`src/svld_pkg.sv`:
```
package svld_pkg;
    // register map (byte addresses on the internal register port)
    localparam logic [3:0] SVLD_ADDR_CTRL   = 4'h0;
    localparam logic [3:0] SVLD_ADDR_STAT   = 4'h1;
    localparam logic [3:0] SVLD_ADDR_IRQ_ST = 4'h2;
    localparam logic [3:0] SVLD_ADDR_IRQ_MK = 4'h3;
    localparam int SVLD_ADDR_W = 4;
    localparam int SVLD_DATA_W = 8;

    // control register fields
    localparam int SVLD_CTRL_RANGE_BIT = 3;
    localparam int SVLD_CTRL_TRIM_LSB  = 0;
    localparam int SVLD_TRIM_W         = 3;
    localparam logic       SVLD_RANGE_RST = 1'b0;
    localparam logic [2:0] SVLD_TRIM_RST  = 3'h0;

    // status register fields
    localparam int SVLD_STAT_RESULT_BIT = 2;
    localparam int SVLD_STAT_READY_BIT  = 1;
    localparam int SVLD_STAT_ON_BIT     = 0;
    localparam logic SVLD_ON_RST     = 1'b0;
    localparam logic SVLD_READY_RST  = 1'b0;
    localparam logic SVLD_RESULT_RST = 1'b0;

    // interrupt status / mask layout
    localparam int SVLD_IRQ_LOW_BIT = 0;
    localparam logic SVLD_IRQ_MASK_RST = 1'b0;

    // timing
    localparam longint SVLD_CLK_HZ      = 10_000_000;
    localparam longint SVLD_SETTLE_US   = 2000;
    localparam longint SVLD_PULSE_MAX_US = 1350;
    localparam longint SVLD_SETTLE_CYC  =
        (SVLD_SETTLE_US * SVLD_CLK_HZ) / 1_000_000;
    // filter length below the longest guaranteed pulse (round down)
    localparam longint SVLD_PULSE_CYC   =
        (SVLD_PULSE_MAX_US * SVLD_CLK_HZ) / 1_000_000 / 2;
    localparam int SVLD_CNT_W = 16;

    typedef enum logic [1:0] {
        SVLD_OFF,
        SVLD_SETTLING,
        SVLD_READY
    } svld_state_t;
endpackage

```
`src/svld_meas_if.sv`:
```
`timescale 1ns/1ns
interface svld_meas_if;
    logic start;
    logic stop;
    logic ready;
    logic comp_raw;
    logic result;
    logic rise;
    modport ctrl (output start, output stop, input ready,
                  input result, input rise);
    modport meas (input start, input stop, output ready,
                  input comp_raw, output result, output rise);
endinterface

```
`src/svld_meas.sv`:
```
`timescale 1ns/1ns
module svld_meas
    import svld_pkg::*;
#(
    parameter int SETTLE_CYC = int'(SVLD_SETTLE_CYC),
    parameter int PULSE_CYC  = int'(SVLD_PULSE_CYC)
) (
    input  wire logic   clk,
    input  wire logic   reset,
    svld_meas_if.meas   m
);
    svld_state_t              state_q, state_d;
    logic [SVLD_CNT_W-1:0]    cnt_q, cnt_d;
    logic [SVLD_CNT_W-1:0]    flt_q, flt_d;
    logic                     res_q, res_d;
    logic                     rise_q, rise_d;

    always_comb begin
        state_d = state_q;
        cnt_d   = cnt_q;
        flt_d   = flt_q;
        res_d   = res_q;
        rise_d  = 1'b0;
        unique case (state_q)
            SVLD_OFF: begin
                if (m.start) begin
                    state_d = SVLD_SETTLING;
                    cnt_d   = '0;
                end
            end
            SVLD_SETTLING: begin
                if (cnt_q == SVLD_CNT_W'(SETTLE_CYC - 1)) begin
                    // counted in clk cycles, so it scales with the clock
                    state_d = SVLD_READY;
                end else begin
                    cnt_d = cnt_q + 1'b1;
                end
            end
            SVLD_READY: begin
                // a dip must persist for the filter length; shorter
                // glitches may be missed, longer ones never are
                if (!m.comp_raw) begin
                    flt_d = '0;
                    res_d = 1'b0;
                end else if (flt_q == SVLD_CNT_W'(PULSE_CYC - 1)) begin
                    res_d  = 1'b1;
                    rise_d = !res_q;
                end else begin
                    flt_d = flt_q + 1'b1;
                end
            end
        endcase
        if (m.stop) begin
            state_d = SVLD_OFF;
            res_d   = 1'b0;
            flt_d   = '0;
            rise_d  = 1'b0;
        end
    end

    always_ff @(posedge clk or posedge reset) begin
        if (reset) begin
            state_q <= SVLD_OFF;
            cnt_q   <= '0;
            flt_q   <= '0;
            res_q   <= SVLD_RESULT_RST;
            rise_q  <= 1'b0;
        end else begin
            state_q <= state_d;
            cnt_q   <= cnt_d;
            flt_q   <= flt_d;
            res_q   <= res_d;
            rise_q  <= rise_d;
        end
    end

    assign m.ready  = (state_q == SVLD_READY);
    assign m.result = res_q;
    assign m.rise   = rise_q;
endmodule

```
`src/svld_top.sv`:
```
// The implementer's own choices: the address map and strobed register access.
`timescale 1ns/1ns
// Function
// - control bit 3 picks low or high threshold range, resets 0
// - control bits 2:0 trim threshold in eight steps, reset 000
// - status bit 2 reads 1 while supply has stayed below threshold for the filter length, once ready
// - status bit 1 shows result holds a valid measurement
// - status bit 0 switches the detector on and off
// - enabling starts a measurement; ready rises after 2 ms settling
// - once ready and while enabled, low supply requests a maskable irq
// - one interrupt request on every rising edge of the result
// - once ready, dips of at least the longest pulse figure are always caught
// - timings hold for the nominal clock and scale with it
// - once ready, result goes high when supply stays below the threshold for the filter length
module svld_top
    import svld_pkg::*;
#(
    parameter int SETTLE_CYC = int'(SVLD_SETTLE_CYC),
    parameter int PULSE_CYC  = int'(SVLD_PULSE_CYC)
) (
    input  wire logic                   clk,
    input  wire logic                   reset,
    input  wire logic [SVLD_ADDR_W-1:0] addr,
    input  wire logic [SVLD_DATA_W-1:0] wdata,
    input  wire logic                   wr,
    input  wire logic                   rd,
    output logic      [SVLD_DATA_W-1:0] rdata,
    input  wire logic                   comp_below,
    output logic                        threshold_range_sel,
    output logic      [SVLD_TRIM_W-1:0] threshold_trim,
    output logic                        comparator_power,
    output logic                        low_supply_irq
);
    // comparator output is asynchronous to clk
    logic                   comp_s1_q, comp_s2_q;
    logic                   range_q, range_d;
    logic [SVLD_TRIM_W-1:0] trim_q, trim_d;
    logic                   on_q, on_d;
    logic                   ist_q, ist_d;
    logic                   imk_q, imk_d;
    logic [SVLD_DATA_W-1:0] rdata_d;
    logic                   irq_d;

    svld_meas_if mif ();

    svld_meas #(
        .SETTLE_CYC (SETTLE_CYC),
        .PULSE_CYC  (PULSE_CYC)
    ) u_meas (
        .clk   (clk),
        .reset (reset),
        .m     (mif)
    );

    assign mif.comp_raw = comp_s2_q;

    function automatic logic hit(input logic [SVLD_ADDR_W-1:0] a,
                                 input logic [SVLD_ADDR_W-1:0] r);
        return a == r;
    endfunction

    always_ff @(posedge clk or posedge reset) begin
        if (reset) begin
            comp_s1_q <= 1'b0;
            comp_s2_q <= 1'b0;
        end else begin
            comp_s1_q <= comp_below;
            comp_s2_q <= comp_s1_q;
        end
    end

    always_comb begin
        range_d = range_q;
        trim_d  = trim_q;
        on_d    = on_q;
        imk_d   = imk_q;
        ist_d   = ist_q;
        mif.start = 1'b0;
        mif.stop  = 1'b0;
        if (wr && hit(addr, SVLD_ADDR_CTRL)) begin
            range_d = wdata[SVLD_CTRL_RANGE_BIT];
            trim_d  = wdata[SVLD_CTRL_TRIM_LSB +: SVLD_TRIM_W];
        end
        if (wr && hit(addr, SVLD_ADDR_STAT)) begin
            on_d = wdata[SVLD_STAT_ON_BIT];
            mif.start = wdata[SVLD_STAT_ON_BIT] && !on_q;
            mif.stop  = !wdata[SVLD_STAT_ON_BIT];
        end
        if (wr && hit(addr, SVLD_ADDR_IRQ_MK)) begin
            imk_d = wdata[SVLD_IRQ_LOW_BIT];
        end
        // write-one-to-clear; a simultaneous new event wins
        if (wr && hit(addr, SVLD_ADDR_IRQ_ST) && wdata[SVLD_IRQ_LOW_BIT]) begin
            ist_d = 1'b0;
        end
        if (mif.rise && on_q && mif.ready) begin
            ist_d = 1'b1;
        end
    end

    always_comb begin
        rdata_d = '0;
        if (rd) begin
            unique case (addr)
                SVLD_ADDR_CTRL: begin
                    rdata_d[SVLD_CTRL_RANGE_BIT] = range_q;
                    rdata_d[SVLD_CTRL_TRIM_LSB +: SVLD_TRIM_W] = trim_q;
                end
                SVLD_ADDR_STAT: begin
                    rdata_d[SVLD_STAT_RESULT_BIT] = mif.result;
                    rdata_d[SVLD_STAT_READY_BIT]  = mif.ready;
                    rdata_d[SVLD_STAT_ON_BIT]     = on_q;
                end
                SVLD_ADDR_IRQ_ST: rdata_d[SVLD_IRQ_LOW_BIT] = ist_q;
                SVLD_ADDR_IRQ_MK: rdata_d[SVLD_IRQ_LOW_BIT] = imk_q;
                default:          rdata_d = '0;
            endcase
        end
        irq_d = ist_d && imk_d;
    end

    always_ff @(posedge clk or posedge reset) begin
        if (reset) begin
            range_q             <= SVLD_RANGE_RST;
            trim_q              <= SVLD_TRIM_RST;
            on_q                <= SVLD_ON_RST;
            ist_q               <= 1'b0;
            imk_q               <= SVLD_IRQ_MASK_RST;
            rdata               <= '0;
            low_supply_irq      <= 1'b0;
            threshold_range_sel <= SVLD_RANGE_RST;
            threshold_trim      <= SVLD_TRIM_RST;
            comparator_power    <= SVLD_ON_RST;
        end else begin
            range_q             <= range_d;
            trim_q              <= trim_d;
            on_q                <= on_d;
            ist_q               <= ist_d;
            imk_q               <= imk_d;
            rdata               <= rdata_d;
            low_supply_irq      <= irq_d;
            // timing counts follow clk directly, so they scale with it
            threshold_range_sel <= range_d;
            threshold_trim      <= trim_d;
            comparator_power    <= on_d;
        end
    end
endmodule

```
`config.mk`:
```
export PLATFORM = sky130hd
export DESIGN_NAME = svld_top
export DESIGN_NICKNAME = d
export VERILOG_FILES = /design/src/svld_pkg.sv /design/src/svld_meas_if.sv /design/src/svld_meas.sv /design/src/svld_top.sv
export SDC_FILE = /design/constraint.sdc
export NUM_CORES = 1
export LEC_CHECK = 0
export ABC_AREA = 1
export BUFFER_PORTS_ARGS = -buffer_cell sky130_fd_sc_hd__buf_2
export CORE_UTILIZATION = 30
export DETAILED_ROUTE_END_ITERATION = 6
export GPL_TIMING_DRIVEN = 0
export SLEW_MARGIN = 20
export SYNTH_ARGS = -nofsm -noshare
export SYNTH_HDL_FRONTEND = slang
export SYNTH_SLANG_ARGS = --single-unit
```
`constraint.sdc`:
```
create_clock -name clk -period 2 [get_ports clk]
set_input_delay 0.1 -clock clk [delete_from_list [all_inputs] [get_ports clk]]
set_output_delay 0.1 -clock clk [all_outputs]
set_load 0.02 [all_outputs]
```
==> After elaboration in Yosys (flattened, before gate mapping) <==
Index checks and enable logic that the tools add are counted.
{ "word_totals": {"input_bits": 17, "output_inout_bits": 14, "regBits": 54, "word_cells": 78} }
{ "classes": {"mux": 28, "eq_ne": 13, "reduce_logical": 21, "n_addsub": 2} }
{ "op_table": {"columns": ["operator", "count"], "rows": [
  ["16-bit two-way mux", 6],
  ["16-bit by 1-bit adder with 16-bit output (second input constant)", 2],
  ["16-bit case mux with 2 select lines", 1],
  ["16-bit by 13-bit == test with 1-bit output (second input constant)", 1],
  ["16-bit by 15-bit == test with 1-bit output (second input constant)", 1],
  ["1-bit two-way mux", 14],
  ["1-bit logical AND", 9],
  ["4-bit by 2-bit == test with 1-bit output (second input constant)", 2],
  ["2-bit case mux with 2 select lines", 2],
  ["2-bit two-way mux", 3],
  ["3-bit inequality test (second input constant)", 2],
  ["3-bit AND reduction", 2],
  ["4-bit by 1-bit == test with 1-bit output (second input constant)", 1],
  ["4-bit zero test", 1],
  ["4-bit two-way mux", 1],
  ["2-bit inequality test (second input constant)", 2],
  ["1-bit case mux with 4 select lines", 1],
  ["2-bit AND reduction", 2],
  ["2-bit nonzero test", 2],
  ["1-bit zero test", 3],
  ["3-bit by 1-bit inequality test with 1-bit output (second input constant)", 1],
  ["3-bit by 2-bit inequality test with 1-bit output (second input constant)", 1],
  ["3-bit nonzero test", 1],
  ["2-bit by 1-bit == test with 1-bit output (second input constant)", 1],
  ["other kinds (2)", 2]
]} }

==> Depth between registers and ports, before layout <==
Gate-level depths: netlist (run 1).
{ "logic_depth": {"depth_word": 6, "depth_mapped": 12, "mapped_depth_nobuf": 12} }

==> By module <==
Synthesis (run 1) repeated with hierarchy kept, for this count alone.
{ "unflattened": {"cells_unflattened": 409, "area_unflattened_um2": 2997.9} }
{ "by_module_without_submodules": {"columns": ["mod", "instances", "seq_area_each_um2", "area_per_inst_um2", "cells_per_inst"], "rows": [
  ["svld_meas", 1, 900.9, 2322.2, 332],
  ["svld_top", 1, 350.3, 675.6, 77]
]} }

==> Worst setup path after synthesis (run 1) <==
No wires, ideal clock.
{ "synth_path": {"path_kind": "reg2reg", "from": "reg u_meas.flt_q[1]", "to": "reg u_meas.flt_q[11]", "path_stages_with_launch": 13, "arrival_time_ps": 1421, "path_slack_ps": 462, "t_required_ps": 1882, "setup_time_ps": 118, "path_cell_list": "dfrtp_1 -> inv_1 -> ha_1 -> inv_1 -> nor2_1 -> nand2_1 -> nor2_1 -> nand2_2 -> nand2_4 -> nand2_4 -> buf_12 -> nand3_1 -> nand2_1"} }
{ "synth_between": {"elab_chain_len": 5} }
{ "synth_rtl": {"columns": ["element", "line", "source"], "rows": [
  ["start, declared", "svld_meas.sv:14", "logic [SVLD_CNT_W-1:0] flt_q, flt_d;"],
  ["start signal, assigned", "svld_meas.sv:71", "flt_q <= flt_d;"],
  ["16-bit by 1-bit adder with 16-bit output", "svld_meas.sv:49", "flt_d = flt_q + 1'b1;"],
  ["16-bit two-way mux", "svld_meas.sv:45", "end else if (flt_q == SVLD_CNT_W'(PULSE_CYC - 1)) begin"],
  ["16-bit two-way mux", "svld_meas.sv:42", "if (!m.comp_raw) begin"],
  ["16-bit two-way mux", "svld_meas.sv:24", "unique case (state_q)"],
  ["16-bit two-way mux", "svld_meas.sv:53", "if (m.stop) begin"]
]} }
Parallel ways exist; a longest one is shown, timed or not. The select of a mux whose other input is x is not followed.
A chain may end at the register's enable or synchronous reset.

==> Worst setup path after layout (run 1) <==
{ "layout_path": {"from": "reg u_meas.flt_q[0]", "to": "reg u_meas.flt_q[14]"} }
The elaborated chain is that of the path after synthesis.

==> results.cfg, run 1 <==
[status]
outcome = complete, no violations

[route]
route.detailed.drc = 0
vias_per_cell = 4.66
ant_nets = 0
dr.pass1.iters = 5
initialDrtViolationCount = 84
post_drt_wl_per_cell_um = 11.4
routed_wl_mm = 6.75
vias = 2755

[clock_tree]
cts.sinks = 50
clkLatencyLatePin_ps = 310
cts_buffer_depth = 2
cts-resized-gates = 0
htree_num_levels = 2
cts-root-buf = clkbuf_8
clk_pin_slew_ps = 110
cts_inserted_buffers = 5
cts_setup_buffers = 0
cts_tree = yes

[grt]
grt_pass1_wl_mm = 11.6
grt_max_degree = 51
grt_util_met2 = 0.232
grt_antenna_before_repair = 0
grt_busiest_layer = met2
grtUsageMet1 = 0.183
grt_util_met3 = 0.0258
grt-ovfl-total = 0
track_usage = 0.137
grt_pass1_vias = 2592

[synthesis]
ys_types = 35
yosysWarnings = 0
synth_top_area_cell = dfrtp_1
synth-seq-cells = 50
syn_area_um2 = 3050
synth_top_area_frac = 0.410
synthTopCellsByCount = nand2_1 (117), inv_1 (55), nor2_1 (52)
synth.area.top_cells = dfrtp_1 (41%), nand2_1 (14%), nand3_1 (8.4%), inv_1 (6.8%), nor2_1 (6.4%)
synth-edff-count = 0
async_reset_ff_frac = 1.00
seq_area_frac_synth = 0.410
avgSynthCellArea_um2 = 7.22
ys.flop_type = dfrtp_1
post-synth-top-count-cell = nand2_1
syn_inst = 423

[floorplan]
std_cell_rows = 36
fp.dieH_um = 103
start_util = 0.311
die_area_um2 = 10600
io_pins = 31
die_w_um = 103
core_um2 = 9820

[worst_setup_path]
worst_ep_arrival_time_ps = 2010
rrSetupSlack_ps = 210
path_max_fanout = 7
r2r-start = u_meas.flt_q[0]
crit_path_max_incr_delay_ps = 430
cpMostUsedCell = nand2_1
worstSetupPathType = reg2reg
end_kind = register
crit_required_ps = 2210
r2r_cells = 10
r2r_end = u_meas.flt_q[14]
worstSetupStartpointType = register
crit_slowest_cell = dfrtp_1
worstPathCellList = ha_1 > nand2_1 > nor2_2 > nand2_1 > nor2_1 > nand2_1 > nand2_1 > nand2_1 > nand2_1 > o21ai_2

[layout]
design_area_um2 = 3460
antenna_cells = 0
syn_to_final_growth_pct = 13.4
final-instance-count-excl-fill = 591
final_nets = 477
layout-drive-gt1-share = 0.153

[placed_design]
port_buffers = 22
post-place-ws_ps = 248
placed_area_um2 = 3340
dp.cells = 581
hpwlAfterDp_mm = 5.07
gp_congestion = 0.863

[timing]
fmax_ghz = 0.558
hold_viol_final = 0
fin_crit_ps = 1790
hold_ws_ps = 17.7
worstMarginPinSlew_ps = 632
drv_slew = 0
setup_slack_ps = 207
finalSetupViolations = 0
fin_skew_ps = 9.84
final.period_utilization = 0.897
relSlewSlack = 0.579
rsz0062_at_grt = no

[worst_hold_path]
hold_class = in2reg
hold_depth = 2
hold-path-endpoint = trim_q[1]
holdCritStartpoint = wdata[1]

[power]
p_per_area_nw_per_um2 = 812
vdd_drop_max_uv = 367
power_leakage_uw = 0.00164
finalPower_uw = 2810

[job]
cap_violations = 0
==> per-layer routing <==
metal | routed length (µm) | share of wire | vias to the layer above
li1 | - | - | 1419
met2 | 3220 | 0.48 | 35
met3 | 184 | 0.027 | 6
met1 | 3290 | 0.49 | 1295
met5 | 0 | 0 | -
met4 | 53 | 0.0078 | 0
==> metrics by stage <==
stage | utilization | setup TNS (ps)
2_1_floorplan | - | 0
3_5_place_dp | 0.340 | 0
3_3_place_gp | 0.340 | -4270
5_1_grt | 0.352 | 0
4_1_cts | 0.352 | 0
6_report | 0.352 | 0
==> how the worst max path moves through the flow <==
stage | from | endpoint | slack [ps] | cells after the start
2_1_floorplan | u_meas.flt_q[1] | u_meas.flt_q[11] | 460 | 12
3_3_place_gp | reset | u_meas.flt_q[10] | -90 | 2
3_5_place_dp | u_meas.flt_q[1] | u_meas.flt_q[11] | 250 | 12
4_1_cts | u_meas.flt_q[0] | u_meas.flt_q[14] | 220 | 10
5_1_grt | u_meas.flt_q[0] | u_meas.flt_q[14] | 30 | 10
6_report | u_meas.flt_q[0] | u_meas.flt_q[14] | 210 | 10
==> critical path: cells and delay by family, from the launching register on <==
| family | cells | cell delay (ps) |
|---|---|---|
| simple gates | 8 | 990 |
| flops | 1 | 430 |
| fa+ha+maj | 1 | 230 |
| compound gates | 1 | 50 |
==> logic make-up after synthesis <==
kind of cell             after synthesis  synth area share
AND/OR/NAND/NOR                      255             0.376
buffers and inverters                 66            0.0967
XOR/XNOR                               2           0.00574
adder cells (fa/ha/maj)                3            0.0123
AO/OA/AOI/OAI                         43            0.0873
multiplexers                           3            0.0111
other                                  1           0.00123
flip-flops                            50             0.410
==> timing repair <==
item                                    CTS  global route
endpoints found under the hold margin    51             0
hold buffers                              2             0
endpoints found under the setup margin    0             0
==> power by group <==
group	total, µW	switching, µW	internal, µW	leakage [µW]
clock network	658	395	263	0.0000506
registers	1330	161	1170	0.000667
logic	822	529	293	0.000926
total	2810	1080	1730	0.00164
==> state kept, by name, summed over array words and instances (netlist names) <==
name / count
comp_s1_q: 1
comp_s2_q: 1
imk_q: 1
ist_q: 1
low_supply_irq: 1
on_q: 1
range_q: 1
rdata: 4
trim_q: 3
u_meas.cnt_q: 16
u_meas.flt_q: 16
u_meas.m.result: 1
u_meas.m.rise: 1
u_meas.state_q: 2
==> layout make-up <==
cell class / count / area (µm²)
flip-flops and latches: 50 / 1250
inverters: 57 / 216
fillers: 1093 / 6360
multi-input cells: 310 / 1520
well taps: 133 / 166
clock inverters: 3 / 28.8
clock buffers: 5 / 68.8
plain buffers: 9 / 81.3
repair buffers: 24 / 130
==> placed cells by master, fill, tap and decap left out, types with 2 or more instances in the layout <==
cell type,netlist,layout
a21oi_1,5,5
buf_2,1,23
buf_4,4,4
buf_6,2,2
clkbuf_8,0,5
conb_1,1,4
dfrtp_1,50,50
dlygate4sd3_1,0,2
ha_1,3,3
inv_1,55,54
mux2_2,3,3
nand2_1,117,117
nand2_2,6,6
nand2_4,3,3
nand3_1,51,51
nand4_1,12,12
nor2_1,52,52
nor2_2,2,2
nor2_4,2,2
nor3_1,5,5
o21ai_0,21,21
o21ai_1,2,2
o21ai_2,10,10
o21bai_1,2,2
xor2_1,2,2
Note: power is estimated with default switching activity, not from simulation.
==> run 2: changes to the inputs <==
clock period = 1.6 ns   (was 2 ns; I/O delays follow)
==> run 2 against run 1 <==
Compared with the run above: the run now ends with setup timing left; critical path depth rose by 2; cell count is 3.9% higher; first-iteration DRC count increased by 21%; worst setup slack worse by 270 ps; hold slack improved by 23 ps; combinational power is 75% higher; clock skew grew 6.9 ps; clock power up 29%.
==> results.cfg, run 2 (same netlist as run 1, synthesis figures left out) <==
[layout]
post-route-util = 0.386
syn_to_final_growth_pct = 24.1
antenna_cells = 0
final-instance-count-excl-fill = 614
final_cell_mix = nand2_1 (113), inv_1 (50), nand3_1 (49), dfrtp_1 (49), nor2_1 (43)
final_nets = 500
reg_top3 = u_meas.cnt_q (16), u_meas.flt_q (16), rdata (4)
layout-drive-gt1-share = 0.237
layout_commonest_cell = nand2_1

[timing]
drv_slew = 0
relSlewSlack = 0.569
final.period_utilization = 1.04
hold_viol_final = 0
fin_crit_ps = 1660
fin_skew_ps = 16.8
fmax_ghz = 0.602
finalSetupViolations = 13
worstMarginPinSlew_ps = 647
setup_slack_ps = -61.6
rsz0062_at_grt = yes

[grt]
grt_pass1_wl_mm = 12.1
grt_pass1_vias = 2684
grt_max_degree = 51
grt-ovfl-total = 0
track_usage = 0.143
grt_antenna_before_repair = 0

[worst_setup_path]
r2r_end = u_meas.flt_q[5]
worstSetupStartpointType = register
worstPathCellList = inv_2 > ha_4 > inv_2 > nor2_1 > nand2_1 > nor2_2 > nand2_2 > nand2_4 > nand2_8 > buf_8 > nand2_1 > o21ai_2
crit_slowest_cell = dfrtp_1
crit_path_max_incr_delay_ps = 430
cp_top_family = simple AND/OR/NAND/NOR gates
end_kind = register
path_max_fanout = 10
crit_required_ps = 1810
rrSetupSlack_ps = -60
path_buf_inv = 3
r2r_cells = 12
r2r-start = u_meas.flt_q[1]
worst_ep_arrival_time_ps = 1870
worstSetupPathType = reg2reg

[clock_tree]
cts_tree = yes
cts_buffer_depth = 2
cts-root-buf = clkbuf_8
cts_inserted_buffers = 5
htree_num_levels = 2
clk_pin_slew_ps = 110
clkLatencyLatePin_ps = 320
cts.sinks = 50

[worst_hold_path]
hold_class = in2reg
holdCritStartpoint = rd
hold-path-endpoint = rdata[3]
hold_depth = 3

[power]
vdd_drop_max_uv = 478
power_leakage_uw = 0.00181
finalPower_uw = 3970
p_per_area_nw_per_um2 = 1050

[floorplan]
start_util = 0.311
die_area_um2 = 10600
io_pins = 31
fp.dieH_um = 103
std_cell_rows = 36
core_um2 = 9820
die_w_um = 103

[route]
route.detailed.drc = 0
dr.pass1.iters = 4
ant_nets = 0
vias = 2885
routed_wl_mm = 7.49
post_drt_wl_per_cell_um = 12.2
initialDrtViolationCount = 102
vias_per_cell = 4.70

[status]
violations = setup timing
outcome = finished, violations left

[placed_design]
gp_congestion = 0.863
port_buffers = 22
post-place-ws_ps = -152
dp.cells = 581
hpwlAfterDp_mm = 5.07

[job]
cap_violations = 0
-- run 2: worst max-delay path by stage --
stage / slack [ps] / to / from / cells after the start
after floorplan: 60 / u_meas.flt_q[11] / u_meas.flt_q[1] / 12
after global placement: -470 / u_meas.flt_q[10] / reset / 2
after detailed placement: -150 / u_meas.flt_q[11] / u_meas.flt_q[1] / 12
after CTS: -40 / u_meas.flt_q[11] / u_meas.flt_q[1] / 12
after global routing: -160 / u_meas.flt_q[3] / u_meas.flt_q[1] / 12
final: -60 / u_meas.flt_q[5] / u_meas.flt_q[1] / 12
-- run 2: repair_timing --
item,in CTS,in global routing
buffers inserted,13,4
gates cloned,0,3
hold buffers,5,0
endpoints found under the hold margin,54,0
pin swaps,6,9
setup endpoints to repair,29,33
gates resized for setup,16,24
-- run 2: per-layer routing --
metal | wire [µm] | GRT usage | share of wire | vias up
met2 | 3680 | 0.247 | 0.49 | 39
li1 | - | - | - | 1475
met1 | 3570 | 0.188 | 0.48 | 1362
met3 | 167 | 0.0251 | 0.022 | 9
met5 | 0 | 0 | 0 | -
met4 | 70 | 0.0271 | 0.0093 | 0
-- run 2: layout make-up --
cell class / instances / area, µm²
flip-flops and latches: 50 / 1250
plain buffers: 9 / 85.1
clock inverters: 3 / 28.8
multi-input cells: 311 / 1650
repair buffers: 46 / 318
clock buffers: 5 / 68.8
inverters: 57 / 216
fillers: 1056 / 6030
well taps: 133 / 166
-- run 2: worst min-delay path: cells and delay by family --
family                 cells  cell delay [ps]
AND/OR/NAND/NOR            1              100
buffers and inverters      2              140
-- run 2: metrics by stage --
step,setup TNS [ps],hold WS (ps),area [µm²]
2_1_floorplan,0,111,3060
3_3_place_gp,-25620,192,3340
3_5_place_dp,-3220,197,3340
4_1_cts,-257,44.0,3620
5_1_grt,-2120,58.4,3790
6_report,-480,40.7,3790
-- run 2: power by group --
part	total, µW	internal [µW]	switching, µW	leakage (µW)
Sequential	1680	1460	214	0.000666
Clock	846	329	517	0.0000506
Combinational	1440	627	816	0.00109
